### config.mk
export PLATFORM = sky130hd
export DESIGN_NAME = split_timer_pwm_clockout
export DESIGN_NICKNAME = d
export VERILOG_FILES = /design/src/split_timer_pkg.sv /design/src/split_timer_pwm_clockout.sv
export VERILOG_INCLUDE_DIRS = /design/src
export SDC_FILE = /design/constraint.sdc
export NUM_CORES = 1
export LEC_CHECK = 0
export ABC_AREA = 1
export BUFFER_PORTS_ARGS = -buffer_cell sky130_fd_sc_hd__buf_2
export CORE_UTILIZATION = 54
export DETAILED_ROUTE_END_ITERATION = 16
export GPL_TIMING_DRIVEN = 0
export PLACE_DENSITY_LB_ADDON = 0.3
export SLEW_MARGIN = 30
export SYNTH_ARGS = -nofsm -noshare
export SYNTH_HDL_FRONTEND = slang
export SYNTH_SLANG_ARGS = --single-unit
### constraint.sdc
create_clock -name clk -period 3.7 [get_ports clk]
set_input_delay 0.74 -clock clk [delete_from_list [all_inputs] [get_ports clk]]
set_output_delay 0.74 -clock clk [all_outputs]
set_load 0.02 [all_outputs]
### src/split_timer_defines.svh
`ifndef SPLIT_TIMER_DEFINES_SVH
`define SPLIT_TIMER_DEFINES_SVH
// Register offsets
`define OFS_CTRL 3'h0
`define OFS_MODE 3'h1
`define OFS_MODE1 3'h2
`define OFS_LOW_CNT 3'h3
`define OFS_HIGH_CNT 3'h4
`define OFS_LOW_RLD 3'h5
`define OFS_HIGH_RLD 3'h6
// Control register fields
`define CTRL_MAIN_OVF 7
`define CTRL_EXT_FLAG 6
`define CTRL_LOW_OVF 5
`define CTRL_LOW_IE 4
`define CTRL_NEG_EN 3
`define CTRL_RUN 2
`define CTRL_CNT_SEL 1
`define CTRL_CAP_RLD 0
// Mode register fields
`define MODE_SPLIT 7
`define MODE_LOW_X12 6
`define MODE_POS_EN 5
`define MODE_X12 4
`define MODE_LOW_RUN 3
`define MODE_LOW_RUN_CLR 2
`define MODE_CLK_OE 1
`define MODE_MSEL_LO 0
// Mode register 1 fields
`define MODE1_LOW_CS 7
`define MODE1_OVF_IGN 6
`define MODE1_TRIG_INV 5
`define MODE1_CKS 4
`define MODE1_MSEL_HI 3
`define MODE1_CAP_SEL_MSB 2
`define MODE1_CAP_SEL_LSB 0
// Reset values and timing
`define RST_BYTE 8'h00
`define BYTE_MAX 8'hFF
`define PRESCALE_LAST 4'hB
`endif

### src/split_timer_pkg.sv
`default_nettype none
package split_timer_pkg;
  typedef struct packed {
    logic [2:0] addr;
    logic [7:0] wdata;
    logic we;
    logic re;
  } bus_req_t;

  typedef struct packed {
    logic sbrg_ovf;
    logic t0_ovf;
    logic cmp_evt;
    logic t1_ovf;
    logic int1_evt;
  } tick_in_t;

  typedef enum logic [2:0] {
    MODE_AR_EXT = 3'h0,
    MODE_AR_RLD = 3'h1,
    MODE_CAP = 3'h2,
    MODE_CAP_ZERO = 3'h3,
    MODE_PWM8 = 3'h4,
    MODE_RSV5 = 3'h5,
    MODE_DUTY = 3'h6,
    MODE_RSV7 = 3'h7
  } mode_t;

  typedef enum logic [2:0] {
    DUTY_IDLE = 3'b001,
    DUTY_HIGH = 3'b010,
    DUTY_LOW = 3'b100
  } duty_t;

  typedef struct packed {
    logic [7:0] ctrl;
    logic [7:0] mode;
    logic [7:0] mode1;
    logic [7:0] low_cnt;
    logic [7:0] high_cnt;
    logic [7:0] low_rld;
    logic [7:0] high_rld;
    logic [3:0] prescale;
    logic trig_prev;
    logic pin_prev;
    duty_t duty;
    logic clk_out;
    logic [7:0] rdata;
  } state_t;
endpackage : split_timer_pkg
`default_nettype wire

### src/split_timer_pwm_clockout.sv
// Functional notes
// - Split capture auto-zero runs two 8-bit counters, split interrupt scheme.
// - Split auto-zero trigger copies high count to high capture, clears high count.
// - Split PWM: high count with high reload forms the period counter.
// - PWM: low count is compare value, low reload buffers new duty.
// - PWM: high overflow sets main flag and loads low reload into low count.
// - PWM waveform reaches the clock-out pin only with clock output enabled.
// - Split duty capture runs two 8-bit counters, split interrupt scheme.
// - Duty: second edge captures high count; count left at stop is period.
// - Duty: second edge sets external flag only with negative-edge enable.
// - Duty: third edge clears run bit; sets external flag with positive-edge enable.
// - Split: low-byte overflow replaces timer overflow event for pin and peripherals.
// - Reload select with clock output enabled gives 50 percent clock out.
// - 16-bit clock-out: counter counts, reloads from reload pair on overflow.
// - Clock-out frequency is timer clock over 2 x (65536 - reload).
// - 16-bit rollover sets main flag; ignore bit blocks its interrupt.
// - Split clock-out toggles on low overflow; low count reloads each overflow.
// - Low overflow sets low flag; interrupt only with low interrupt enable.
// - Low count serves baud source and clock-out at one overflow rate.
// - Split flags stay set until software clears them.
// - Mode code 100 selects 8-bit PWM, valid only in split operation.
//
// Strobed register access and the register addresses were chosen for this implementation.
`include "split_timer_defines.svh"
`default_nettype none
module split_timer_pwm_clockout (
  // Clock and reset
  input wire logic clk,
  input wire logic arst_n,
  // Register port
  input wire split_timer_pkg::bus_req_t bus,
  output logic [7:0] reg_rdata,
  // Event and pin inputs
  input wire logic count_pin,
  input wire logic [7:0] trigger_sources,
  input wire split_timer_pkg::tick_in_t ticks,
  // Outputs
  output logic clock_out_pin,
  output logic timer_overflow_event,
  output logic low_byte_overflow_event,
  output logic irq_request
);

  function automatic logic [8:0] inc8(input logic [7:0] v);
    inc8 = {1'b0, v} + 9'h001;
  endfunction : inc8

  function automatic logic hit(input logic [2:0] a, input logic [2:0] ofs);
    hit = (a == ofs);
  endfunction : hit

  function automatic logic hi_clk(input logic [2:0] code, input logic pre,
                                  input logic pin, input logic split,
                                  input logic low_ovf, input split_timer_pkg::tick_in_t t);
    case (code)
      3'h0: hi_clk = pre;
      3'h1: hi_clk = pin;
      3'h2: hi_clk = 1'b1;
      3'h3: hi_clk = split ? low_ovf : t.int1_evt;
      3'h4: hi_clk = t.sbrg_ovf;
      3'h5: hi_clk = t.t0_ovf;
      3'h6: hi_clk = t.cmp_evt;
      default: hi_clk = t.t1_ovf;
    endcase
  endfunction : hi_clk

  function automatic logic lo_clk(input logic [1:0] code, input logic pre,
                                  input split_timer_pkg::tick_in_t t);
    case (code)
      2'h0: lo_clk = pre;
      2'h1: lo_clk = 1'b1;
      2'h2: lo_clk = t.sbrg_ovf;
      default: lo_clk = t.int1_evt;
    endcase
  endfunction : lo_clk

  split_timer_pkg::state_t s_q;
  split_timer_pkg::state_t s_d;
  split_timer_pkg::mode_t mode_code;
  logic split;
  logic run_h;
  logic oe;
  logic cap_rld;
  logic pre_tick;
  logic pin_fall;
  logic trig_lvl;
  logic rise;
  logic fall;
  logic ext_hit;
  logic duty_mode;
  logic pwm_mode;
  logic first_edge;
  logic second_edge;
  logic third_edge;
  logic exf_set;
  logic capture;
  logic zero;
  logic reload_ext;
  logic hi_en;
  logic hi_src;
  logic lo_step;
  logic lo_tick;
  logic hi_step;
  logic ovf_l;
  logic ovf_h;
  logic [8:0] low_inc;
  logic [8:0] high_inc;
  logic wr_ctrl;
  logic wr_low;
  logic wr_high;
  logic [7:0] rd_mux;

  assign split = s_q.mode[`MODE_SPLIT];
  assign run_h = s_q.ctrl[`CTRL_RUN];
  assign oe = s_q.mode[`MODE_CLK_OE];
  assign cap_rld = s_q.ctrl[`CTRL_CAP_RLD];
  assign mode_code = split_timer_pkg::mode_t'({s_q.mode1[`MODE1_MSEL_HI], cap_rld,
                                               s_q.mode[`MODE_MSEL_LO]});
  assign pre_tick = (s_q.prescale == `PRESCALE_LAST);
  assign pin_fall = s_q.pin_prev & ~count_pin;
  assign trig_lvl = trigger_sources[s_q.mode1[`MODE1_CAP_SEL_MSB:`MODE1_CAP_SEL_LSB]]
                    ^ s_q.mode1[`MODE1_TRIG_INV];
  assign rise = ~s_q.trig_prev & trig_lvl;
  assign fall = s_q.trig_prev & ~trig_lvl;
  assign ext_hit = (fall & s_q.ctrl[`CTRL_NEG_EN]) | (rise & s_q.mode[`MODE_POS_EN]);
  assign duty_mode = (mode_code == split_timer_pkg::MODE_DUTY);
  assign pwm_mode = split & (mode_code == split_timer_pkg::MODE_PWM8);
  // Duty capture sequence: first rising edge clears the count and starts counting, never flags
  assign first_edge = duty_mode & run_h & (s_q.duty == split_timer_pkg::DUTY_IDLE) & rise;
  assign second_edge = duty_mode & (s_q.duty == split_timer_pkg::DUTY_HIGH) & fall;
  assign third_edge = duty_mode & (s_q.duty == split_timer_pkg::DUTY_LOW) & rise;
  assign exf_set = duty_mode ? ((second_edge & s_q.ctrl[`CTRL_NEG_EN]) |
                                (third_edge & s_q.mode[`MODE_POS_EN])) : ext_hit;
  assign capture = ((mode_code == split_timer_pkg::MODE_CAP) |
                    (mode_code == split_timer_pkg::MODE_CAP_ZERO)) & ext_hit | second_edge;
  assign zero = ((mode_code == split_timer_pkg::MODE_CAP_ZERO) & ext_hit) | first_edge;
  assign reload_ext = (mode_code == split_timer_pkg::MODE_AR_RLD) & ext_hit;

  // Counter clocking; in 16-bit form the high byte advances on the low carry
  assign hi_en = run_h & (~duty_mode | (s_q.duty != split_timer_pkg::DUTY_IDLE));
  // Split low byte steps on its own source, so the high byte takes its carry with no loop
  assign lo_tick = s_q.mode[`MODE_LOW_RUN] & ~pwm_mode &
                   lo_clk({s_q.mode1[`MODE1_LOW_CS], s_q.mode[`MODE_LOW_X12]},
                          pre_tick, ticks);
  assign lo_step = split ? lo_tick : (hi_en & hi_src);
  assign low_inc = inc8(s_q.low_cnt);
  assign high_inc = inc8(s_q.high_cnt);
  assign ovf_l = lo_step & low_inc[8];
  assign hi_src = hi_clk({s_q.mode1[`MODE1_CKS], s_q.mode[`MODE_X12], s_q.ctrl[`CTRL_CNT_SEL]},
                         pre_tick, pin_fall, split, lo_tick & low_inc[8], ticks);
  assign hi_step = split ? (hi_en & hi_src) : ovf_l;
  assign ovf_h = hi_step & high_inc[8];

  // Split: low overflow feeds the pin and other peripherals at one shared rate; 16-bit: high overflow does
  assign timer_overflow_event = split ? ovf_l : ovf_h;
  assign low_byte_overflow_event = split & ovf_l;
  assign irq_request = (s_q.ctrl[`CTRL_MAIN_OVF] & ~s_q.mode1[`MODE1_OVF_IGN]) |
                       s_q.ctrl[`CTRL_EXT_FLAG] |
                       (s_q.ctrl[`CTRL_LOW_OVF] & s_q.ctrl[`CTRL_LOW_IE]);
  assign clock_out_pin = s_q.clk_out;
  assign reg_rdata = s_q.rdata;

  assign wr_ctrl = bus.we & hit(bus.addr, `OFS_CTRL);
  assign wr_low = bus.we & hit(bus.addr, `OFS_LOW_CNT);
  assign wr_high = bus.we & hit(bus.addr, `OFS_HIGH_CNT);

  always_comb begin
    case (bus.addr)
      `OFS_CTRL: rd_mux = s_q.ctrl;
      `OFS_MODE: rd_mux = s_q.mode;
      `OFS_MODE1: rd_mux = s_q.mode1;
      `OFS_LOW_CNT: rd_mux = s_q.low_cnt;
      `OFS_HIGH_CNT: rd_mux = s_q.high_cnt;
      `OFS_LOW_RLD: rd_mux = s_q.low_rld;
      `OFS_HIGH_RLD: rd_mux = s_q.high_rld;
      default: rd_mux = `RST_BYTE;
    endcase
  end

  always_comb begin
    s_d = s_q;
    s_d.prescale = pre_tick ? 4'h0 : s_q.prescale + 4'h1;
    s_d.pin_prev = count_pin;
    s_d.trig_prev = trig_lvl;
    s_d.rdata = bus.re ? rd_mux : `RST_BYTE;

    // Low byte
    if (lo_step) begin
      s_d.low_cnt = low_inc[7:0];
    end
    if (split & ovf_l) begin
      s_d.low_cnt = s_q.low_rld;
    end
    // High byte, and the low byte too when running as one 16-bit counter or in split PWM
    if (hi_step) begin
      s_d.high_cnt = high_inc[7:0];
    end
    if ((ovf_h & ~cap_rld) | reload_ext) begin
      s_d.high_cnt = s_q.high_rld;
      if (!split) begin
        s_d.low_cnt = s_q.low_rld;
      end
    end
    if (pwm_mode & ovf_h) begin
      s_d.low_cnt = s_q.low_rld;
    end
    if (capture) begin
      s_d.high_rld = s_q.high_cnt;
      if (!split) begin
        s_d.low_rld = s_q.low_cnt;
      end
    end
    if (zero) begin
      s_d.high_cnt = `RST_BYTE;
      if (!split) begin
        s_d.low_cnt = `RST_BYTE;
      end
    end

    // Duty capture sequencer
    case (s_q.duty)
      split_timer_pkg::DUTY_IDLE: begin
        if (first_edge) begin
          s_d.duty = split_timer_pkg::DUTY_HIGH;
        end
      end
      split_timer_pkg::DUTY_HIGH: begin
        if (!run_h || !duty_mode) begin
          s_d.duty = split_timer_pkg::DUTY_IDLE;
        end else if (second_edge) begin
          s_d.duty = split_timer_pkg::DUTY_LOW;
        end
      end
      split_timer_pkg::DUTY_LOW: begin
        if (!run_h || !duty_mode || third_edge) begin
          s_d.duty = split_timer_pkg::DUTY_IDLE;
        end
      end
      default: s_d.duty = split_timer_pkg::DUTY_IDLE;
    endcase

    // Clock-out pin: toggle halves the overflow rate, so duty is exactly 50 percent
    if (!oe) begin
      s_d.clk_out = 1'b0;
    end else if (pwm_mode) begin
      s_d.clk_out = (s_q.high_cnt < s_q.low_cnt);
    end else if ((split | ~cap_rld) & timer_overflow_event) begin
      s_d.clk_out = ~s_q.clk_out;
    end

    // Software writes win over counting; flags keep set-over-clear
    if (bus.we) begin
      case (bus.addr)
        `OFS_CTRL: s_d.ctrl = bus.wdata;
        `OFS_MODE: s_d.mode = bus.wdata;
        `OFS_MODE1: s_d.mode1 = bus.wdata;
        `OFS_LOW_CNT: s_d.low_cnt = bus.wdata;
        `OFS_HIGH_CNT: s_d.high_cnt = bus.wdata;
        `OFS_LOW_RLD: s_d.low_rld = bus.wdata;
        `OFS_HIGH_RLD: s_d.high_rld = bus.wdata;
        default: s_d.rdata = s_d.rdata;
      endcase
    end
    if (ovf_h) begin
      s_d.ctrl[`CTRL_MAIN_OVF] = 1'b1;
    end
    if (split & ovf_l) begin
      s_d.ctrl[`CTRL_LOW_OVF] = 1'b1;
    end
    if (exf_set) begin
      s_d.ctrl[`CTRL_EXT_FLAG] = 1'b1;
    end
    if (third_edge) begin
      s_d.ctrl[`CTRL_RUN] = 1'b0;
    end
    // Low run auto-clear on high overflow (reload modes) or capture
    if (split & s_q.mode[`MODE_LOW_RUN_CLR] &
        ((ovf_h & ~cap_rld & ~s_q.mode1[`MODE1_MSEL_HI]) | capture)) begin
      s_d.mode[`MODE_LOW_RUN] = 1'b0;
    end
  end

  always_ff @(posedge clk or negedge arst_n) begin
    if (!arst_n) begin
      s_q <= '{ctrl: `RST_BYTE, mode: `RST_BYTE, mode1: `RST_BYTE, low_cnt: `RST_BYTE,
               high_cnt: `RST_BYTE, low_rld: `RST_BYTE, high_rld: `RST_BYTE,
               prescale: 4'h0, trig_prev: 1'b0, pin_prev: 1'b0,
               duty: split_timer_pkg::DUTY_IDLE, clk_out: 1'b0, rdata: `RST_BYTE};
    end else begin
      s_q <= s_d;
    end
  end
endmodule : split_timer_pwm_clockout
`default_nettype wire

# [Word level (Yosys, flattened, before mapping)]
# Index checks and enable logic that the tools add are counted.
[totals] reg_bits=74 inputBits=29 out_inout_bits=12 word_cells=175
[classes] n_addsub=3 magnitude_cmp=2 eq_ne=28 mux=43 bitwise_logic=55 n_reduce_logical=26
[ops] op="2-to-1 mux 8 bit" count=15
[ops] op="2-to-1 mux 56 bit" count=1
[ops] op="one-hot mux 8 bit (7 select lines)" count=1
[ops] op="2-to-1 mux 16 bit" count=3
[ops] op="AND 1 bit" count=34
[ops] op="== test 3 bit (second input constant)" count=9
[ops] op="== test 3 x 2 -> 1 bit (second input constant)" count=7
[ops] op="nonzero test 2 bit" count=10
[ops] op="adder 8 x 1 -> 9 bit (second input constant)" count=2
[ops] op="AND reduction 2 bit" count=8
[ops] op="2-to-1 mux 1 bit" count=14
[ops] op="== test 3 x 1 -> 1 bit (second input constant)" count=4
[ops] op="2-to-1 mux 3 bit" count=4
[ops] op="OR 1 bit" count=11
[ops] op="NOT 1 bit" count=9
[ops] op="one-hot mux 3 bit (3 select lines)" count=1
[ops] op="less-than comparator 8 bit" count=1
[ops] op="one-hot mux 1 bit (7 select lines)" count=1
[ops] op="logical NOT 3 bit" count=2
[ops] op="inequality test 3 x 1 -> 1 bit (second input constant)" count=2
[ops] op="adder 4 x 1 -> 4 bit (second input constant)" count=1
[ops] op="== test 4 bit (second input constant)" count=1
[ops] op="less-than comparator 3 x 4 -> 1 bit (second input constant)" count=1
[ops] op="2-to-1 mux 4 bit" count=1
[ops] op="other kinds (12)" count=14

# [Logic depth before layout (Yosys ltp)]
[depth] depth_word=22 ltp_mapped=16 mapped_depth_nobuf=16

# [Worst setup path after synthesis]
# OpenSTA, ideal clock, no wires.
[synth_path] path_type="in2out" from="in ticks[0] (netlist bit)" to="out timer_overflow_event" arrival_time_ns=1.600 required_ns=2.960 path_slack_ns=1.360 path_stages=9 n_path_buf=0 path_cell_list="or2_2 nand2_1 nor2_2 nand3_1 nand3_2 nand3_2 nor2_2 nand2_1 nand2_1"
[synth_between] elab_chain_len=11
[synth_lines] item="start, declared" line="split_timer_pwm_clockout.sv:36" rtl="input wire split_timer_pkg::tick_in_t ticks,"
[synth_lines] item="one-hot mux 1 bit (3 select lines)" line="split_timer_pwm_clockout.sv:69" rtl="case (code)"
[synth_lines] item="AND 1 bit" line="split_timer_pwm_clockout.sv:142" rtl="assign lo_tick = s_q.mode[`MODE_LOW_RUN] & ~pwm_mode &"
[synth_lines] item="AND 1 bit" line="split_timer_pwm_clockout.sv:150" rtl="pre_tick, pin_fall, split, lo_tick & low_inc[8], ticks);"
[synth_lines] item="2-to-1 mux 1 bit" line="split_timer_pwm_clockout.sv:59" rtl="3'h3: hi_clk = split ? low_ovf : t.int1_evt;"
[synth_lines] item="one-hot mux 1 bit (7 select lines)" line="split_timer_pwm_clockout.sv:55" rtl="case (code)"
[synth_lines] item="AND 1 bit" line="split_timer_pwm_clockout.sv:145, split_timer_pwm_clockout.sv:151"
[synth_lines] item="2-to-1 mux 1 bit" line="split_timer_pwm_clockout.sv:145" rtl="assign lo_step = split ? lo_tick : (hi_en & hi_src);"
[synth_lines] item="AND 1 bit" line="split_timer_pwm_clockout.sv:148" rtl="assign ovf_l = lo_step & low_inc[8];"
[synth_lines] item="2-to-1 mux 1 bit" line="split_timer_pwm_clockout.sv:151" rtl="assign hi_step = split ? (hi_en & hi_src) : ovf_l;"
[synth_lines] item="AND 1 bit" line="split_timer_pwm_clockout.sv:152" rtl="assign ovf_h = hi_step & high_inc[8];"
[synth_lines] item="2-to-1 mux 1 bit *" line="split_timer_pwm_clockout.sv:155" rtl="assign timer_overflow_event = split ? ovf_l : ovf_h;"
[synth_lines] item="end, declared" line="split_timer_pwm_clockout.sv:39" rtl="output logic timer_overflow_event,"
# Every way passes the cells marked *; elsewhere a longest branch is shown, timed or not.

# [Worst setup path after layout]
[layout_path] from="reg s_q[43] (netlist bit)" to="out timer_overflow_event"
[layout_between] elab_chain_len=10
[layout_lines] item="start, declared" line="split_timer_pwm_clockout.sv:77" rtl="split_timer_pkg::state_t s_q;"
[layout_lines] item="start signal, assigned" line="split_timer_pwm_clockout.sv:285" rtl="s_q <= '{ctrl: `RST_BYTE, mode: `RST_BYTE, mode1: `RST_BYTE, low_cnt: `RST_BYTE,"
[layout_lines] item="adder 8 x 1 -> 9 bit *" line="split_timer_pwm_clockout.sv:45" rtl="inc8 = {1'b0, v} + 9'h001;"
[layout_lines] item="AND 1 bit" line="split_timer_pwm_clockout.sv:150"
[layout_lines] item="2-to-1 mux 1 bit" line="split_timer_pwm_clockout.sv:59"
[layout_lines] item="one-hot mux 1 bit (7 select lines)" line="split_timer_pwm_clockout.sv:55"
[layout_lines] item="AND 1 bit" line="split_timer_pwm_clockout.sv:145, split_timer_pwm_clockout.sv:151"
[layout_lines] item="2-to-1 mux 1 bit" line="split_timer_pwm_clockout.sv:145"
[layout_lines] item="AND 1 bit" line="split_timer_pwm_clockout.sv:148"
[layout_lines] item="2-to-1 mux 1 bit" line="split_timer_pwm_clockout.sv:151"
[layout_lines] item="AND 1 bit" line="split_timer_pwm_clockout.sv:152"
[layout_lines] item="2-to-1 mux 1 bit *" line="split_timer_pwm_clockout.sv:155"
# Marked as above.

==> impl_metrics.tcl <==
set metrics [dict create \
    grt_pass1_wl_mm 23.1 \
    rr_worst_depth 15 \
    r2r_end "s_q[45]" \
    cts_buffer_depth 2 \
    insertion_delay_ns 0.38 \
    crit_path_end_kind "output port" \
    peakVddDrop_mv 0.403 \
    synth-seq-cells 74 \
    rsz0062_at_grt "no" \
    leakage_nw 2.77 \
    p_comb_frac 0.413 \
    via_per_inst 5.93 \
    syn_nets 687 \
    synthFlopType "dfrtp_1" \
    p_clk_frac 0.210 \
    yosysTopAreaCell "dfrtp_1" \
    synth.top_cell.area_share 0.381 \
    gr-usage-all-layers 0.346 \
    min_period_ns 3.04 \
    antenna_cells 0 \
    cts_tree "done" \
    grt_pass1_vias 4383 \
    avgSynthCellArea_um2 7.40 \
    fillers 803 \
    drc 0 \
    crit_fanout 4 \
    dr.pass1.iters 5 \
    finalSetupViolations 0 \
    grt_max_degree 49 \
    placementRows 34 \
    vias 4824 \
    hp-class "input pin to async pin" \
    p_sw_frac 0.438 \
    hpwl_mm 11.1 \
    required_ns 2.96 \
    powerDensity_nw_per_um2 665 \
    hold_viol_final 0 \
    r2r_slack_ns 1.34 \
    htreeDepth 3 \
    synthArstFlopShare 1.00 \
    path_class "register to output port" \
    finalCritPeriodShare 0.822 \
    maxCapViolCount 0 \
    relSlewSlack 0.552 \
    worstSetupEndpoint "timer_overflow_event" \
    power_mw 3.59 \
    internal_power_mw 2.01 \
    initial_utilization 0.552 \
    wl_per_cell_um 18.4 \
    core-area_um2 8680 \
    cts_buffers 9 \
    arrival_ns 2.30 \
    portBuffers 40 \
    area_delta_synth_final_pct 12.5 \
    hold_buffers 0 \
    switching_power_mw 1.57 \
    die_w_um 96.2 \
    finalMaxSlewViolations 0 \
    power.share.sequential 0.377 \
    synth_cell_types 44 \
    drt_iter0_drc 418 \
    clock-sinks 74 \
    final.setup.tns_ns 0 \
    path_clk_slew_ns 0.10 \
    status "complete, no violations" \
    cts_setup_buffers 0 \
    fin_skew_ns 0.0156 \
    routed_wl_mm 15.0 \
    io_pins 41 \
    dieArea_um2 9260 \
    grt_remaining_overflow 0 \
    dieHeight_um 96.2 \
    antenna_found_initial 0 \
    ctsResizeCount 0 \
    crit_start "s_q[43]" \
    syn_area_um2 4790 \
    drive_gt1_frac 0.172 \
    ys_seq_area_frac 0.386 \
    rr_startpoint "s_q[43]" \
    synth-edff-count 0 \
    max_freq_mhz 329 \
    ant_nets 0 \
    syn_inst 648 \
    synth_warnings 0 \
    cts_root_buffer "clkbuf_8" \
    gp_congestion 1.01 \
    synthTopCellsByArea "dfrtp_1 (38%), nand2_1 (13%), inv_1 (7.2%)" \
    nets 739 \
    timing_worst_slew_pin_value_ns 0.655 \
    start_kind "register" \
]
-- sequential cells by signal, summed over array words and instances, names as in the netlist --
signal and flops:
cap_rld 1, clock_out_pin 1, mode_code 2, oe 1, reg_rdata 8, run_h 1, s_q 60
-- layout by cell type (no fill, tap or decap), types with 2 or more instances in the layout --
cell and n:
or2_2 2, inv_2 7, o21ai_0 42, ha_1 10, buf_4 10, nor4_1 4
nand4_1 3, nor2_1 45, nand3_1 55, nor2_2 6, inv_1 92, nand3_2 8
nand2_2 7, a31oi_1 17, nand2_1 167, nor3_4 2, nor2_4 5, clkbuf_1 5
nor3_1 9, o21ai_2 2, o21ai_1 7, bufinv_16 2, o22ai_1 23, xor2_1 8
nand2_4 5, a21oi_1 9, a2111oi_0 8, clkinv_4 2, buf_6 2, buf_2 39
clkbuf_8 11, dfrtp_1 73
-- cell families (layout without fill, tap and decap cells) --
| logic type | after synthesis | in the layout | share of synthesized area |
|---|---|---|---|
| compound gates | 115 | 115 | 0.147 |
| simple gates | 322 | 322 | 0.317 |
| fa+ha+maj | 10 | 10 | 0.0261 |
| xor+xnor | 8 | 8 | 0.0146 |
| flops | 74 | 74 | 0.386 |
| buf+inv | 119 | 176 | 0.108 |
-- how the worst min path moves through the flow --
stage                    to
floorplan           s_q[14]
global placement    s_q[14]
detailed placement  s_q[14]
CTS                 s_q[51]
global route        s_q[51]
finish              s_q[51]
-- cells in the mapped netlist, drive strengths merged, types with 2 or more instances --
cell type and count:
o21ai 51, ha 10, a2111oi 8, nand4 4, nand2 179, inv 100
nor3 12, nor4 5, a31oi 17, nor2 56, dfrtp 73, clkbuf 6
nand3 63, or2 2, o22ai 23, buf 13, a21oi 10, xor2 8
-- per-layer routing --
| metal | track usage | vias up | part of all wire |
|---|---|---|---|
| li1 | - | 2242 | - |
| met1 | 0.458 | 2231 | 0.39 |
| met2 | 0.539 | 297 | 0.45 |
| met3 | 0.0695 | 54 | 0.11 |
| met4 | 0.165 | 0 | 0.044 |
| met5 | 0 | - | 0 |
-- power by group through the flow --
stage / sequential (mW) / clock, mW / combinational, mW
after global routing: 1.38 / 0.785 / 1.65
after detailed placement: 1.35 / 0 / 1.45
after floorplan: 1.27 / 0 / 1.08
after CTS: 1.34 / 0.759 / 1.46
final: 1.35 / 0.754 / 1.48
after global placement: 1.34 / 0 / 1.40
-- through the flow --
step | hold WS, ns | setup slack [ns] | instances | area, µm² | util
CTS | 0.290 | 0.699 | 813 | 5400 | 0.622
global placement | 0.448 | 1.07 | 796 | 5130 | 0.591
floorplan | 0.430 | 1.36 | 648 | 4790 | -
finish | 0.278 | 0.660 | 813 | 5400 | 0.622
global route | 0.310 | 0.449 | 813 | 5400 | 0.622
detailed placement | 0.455 | 1.05 | 797 | 5160 | 0.595
-- critical path, cell delays in order (launching register included) --
cell,delay (ns)
dfrtp_1,0.43
ha_1,0.25
nand2_1,0.11
nor2_4,0.14
nand2_2,0.12
nor2_2,0.10
nand3_1,0.10
nand3_2,0.12
nand3_2,0.10
nor2_2,0.14
nand2_1,0.07
nand2_1,0.08
buf_2,0.17
-- area by class of cell --
type | count | area [µm²] | area share
Buffer | 19 | 141 | 0.0262
Clock buffer | 10 | 138 | 0.0255
Clock inverter | 6 | 97.6 | 0.0181
Inverter | 100 | 378 | 0.0700
Multi-Input combinational cell | 455 | 2420 | 0.449
Sequential cell | 74 | 1850 | 0.343
Tap cell | 108 | 135 | 0.0250
Timing Repair Buffer | 41 | 230 | 0.0427
Note: power is estimated with default switching activity, not from simulation.
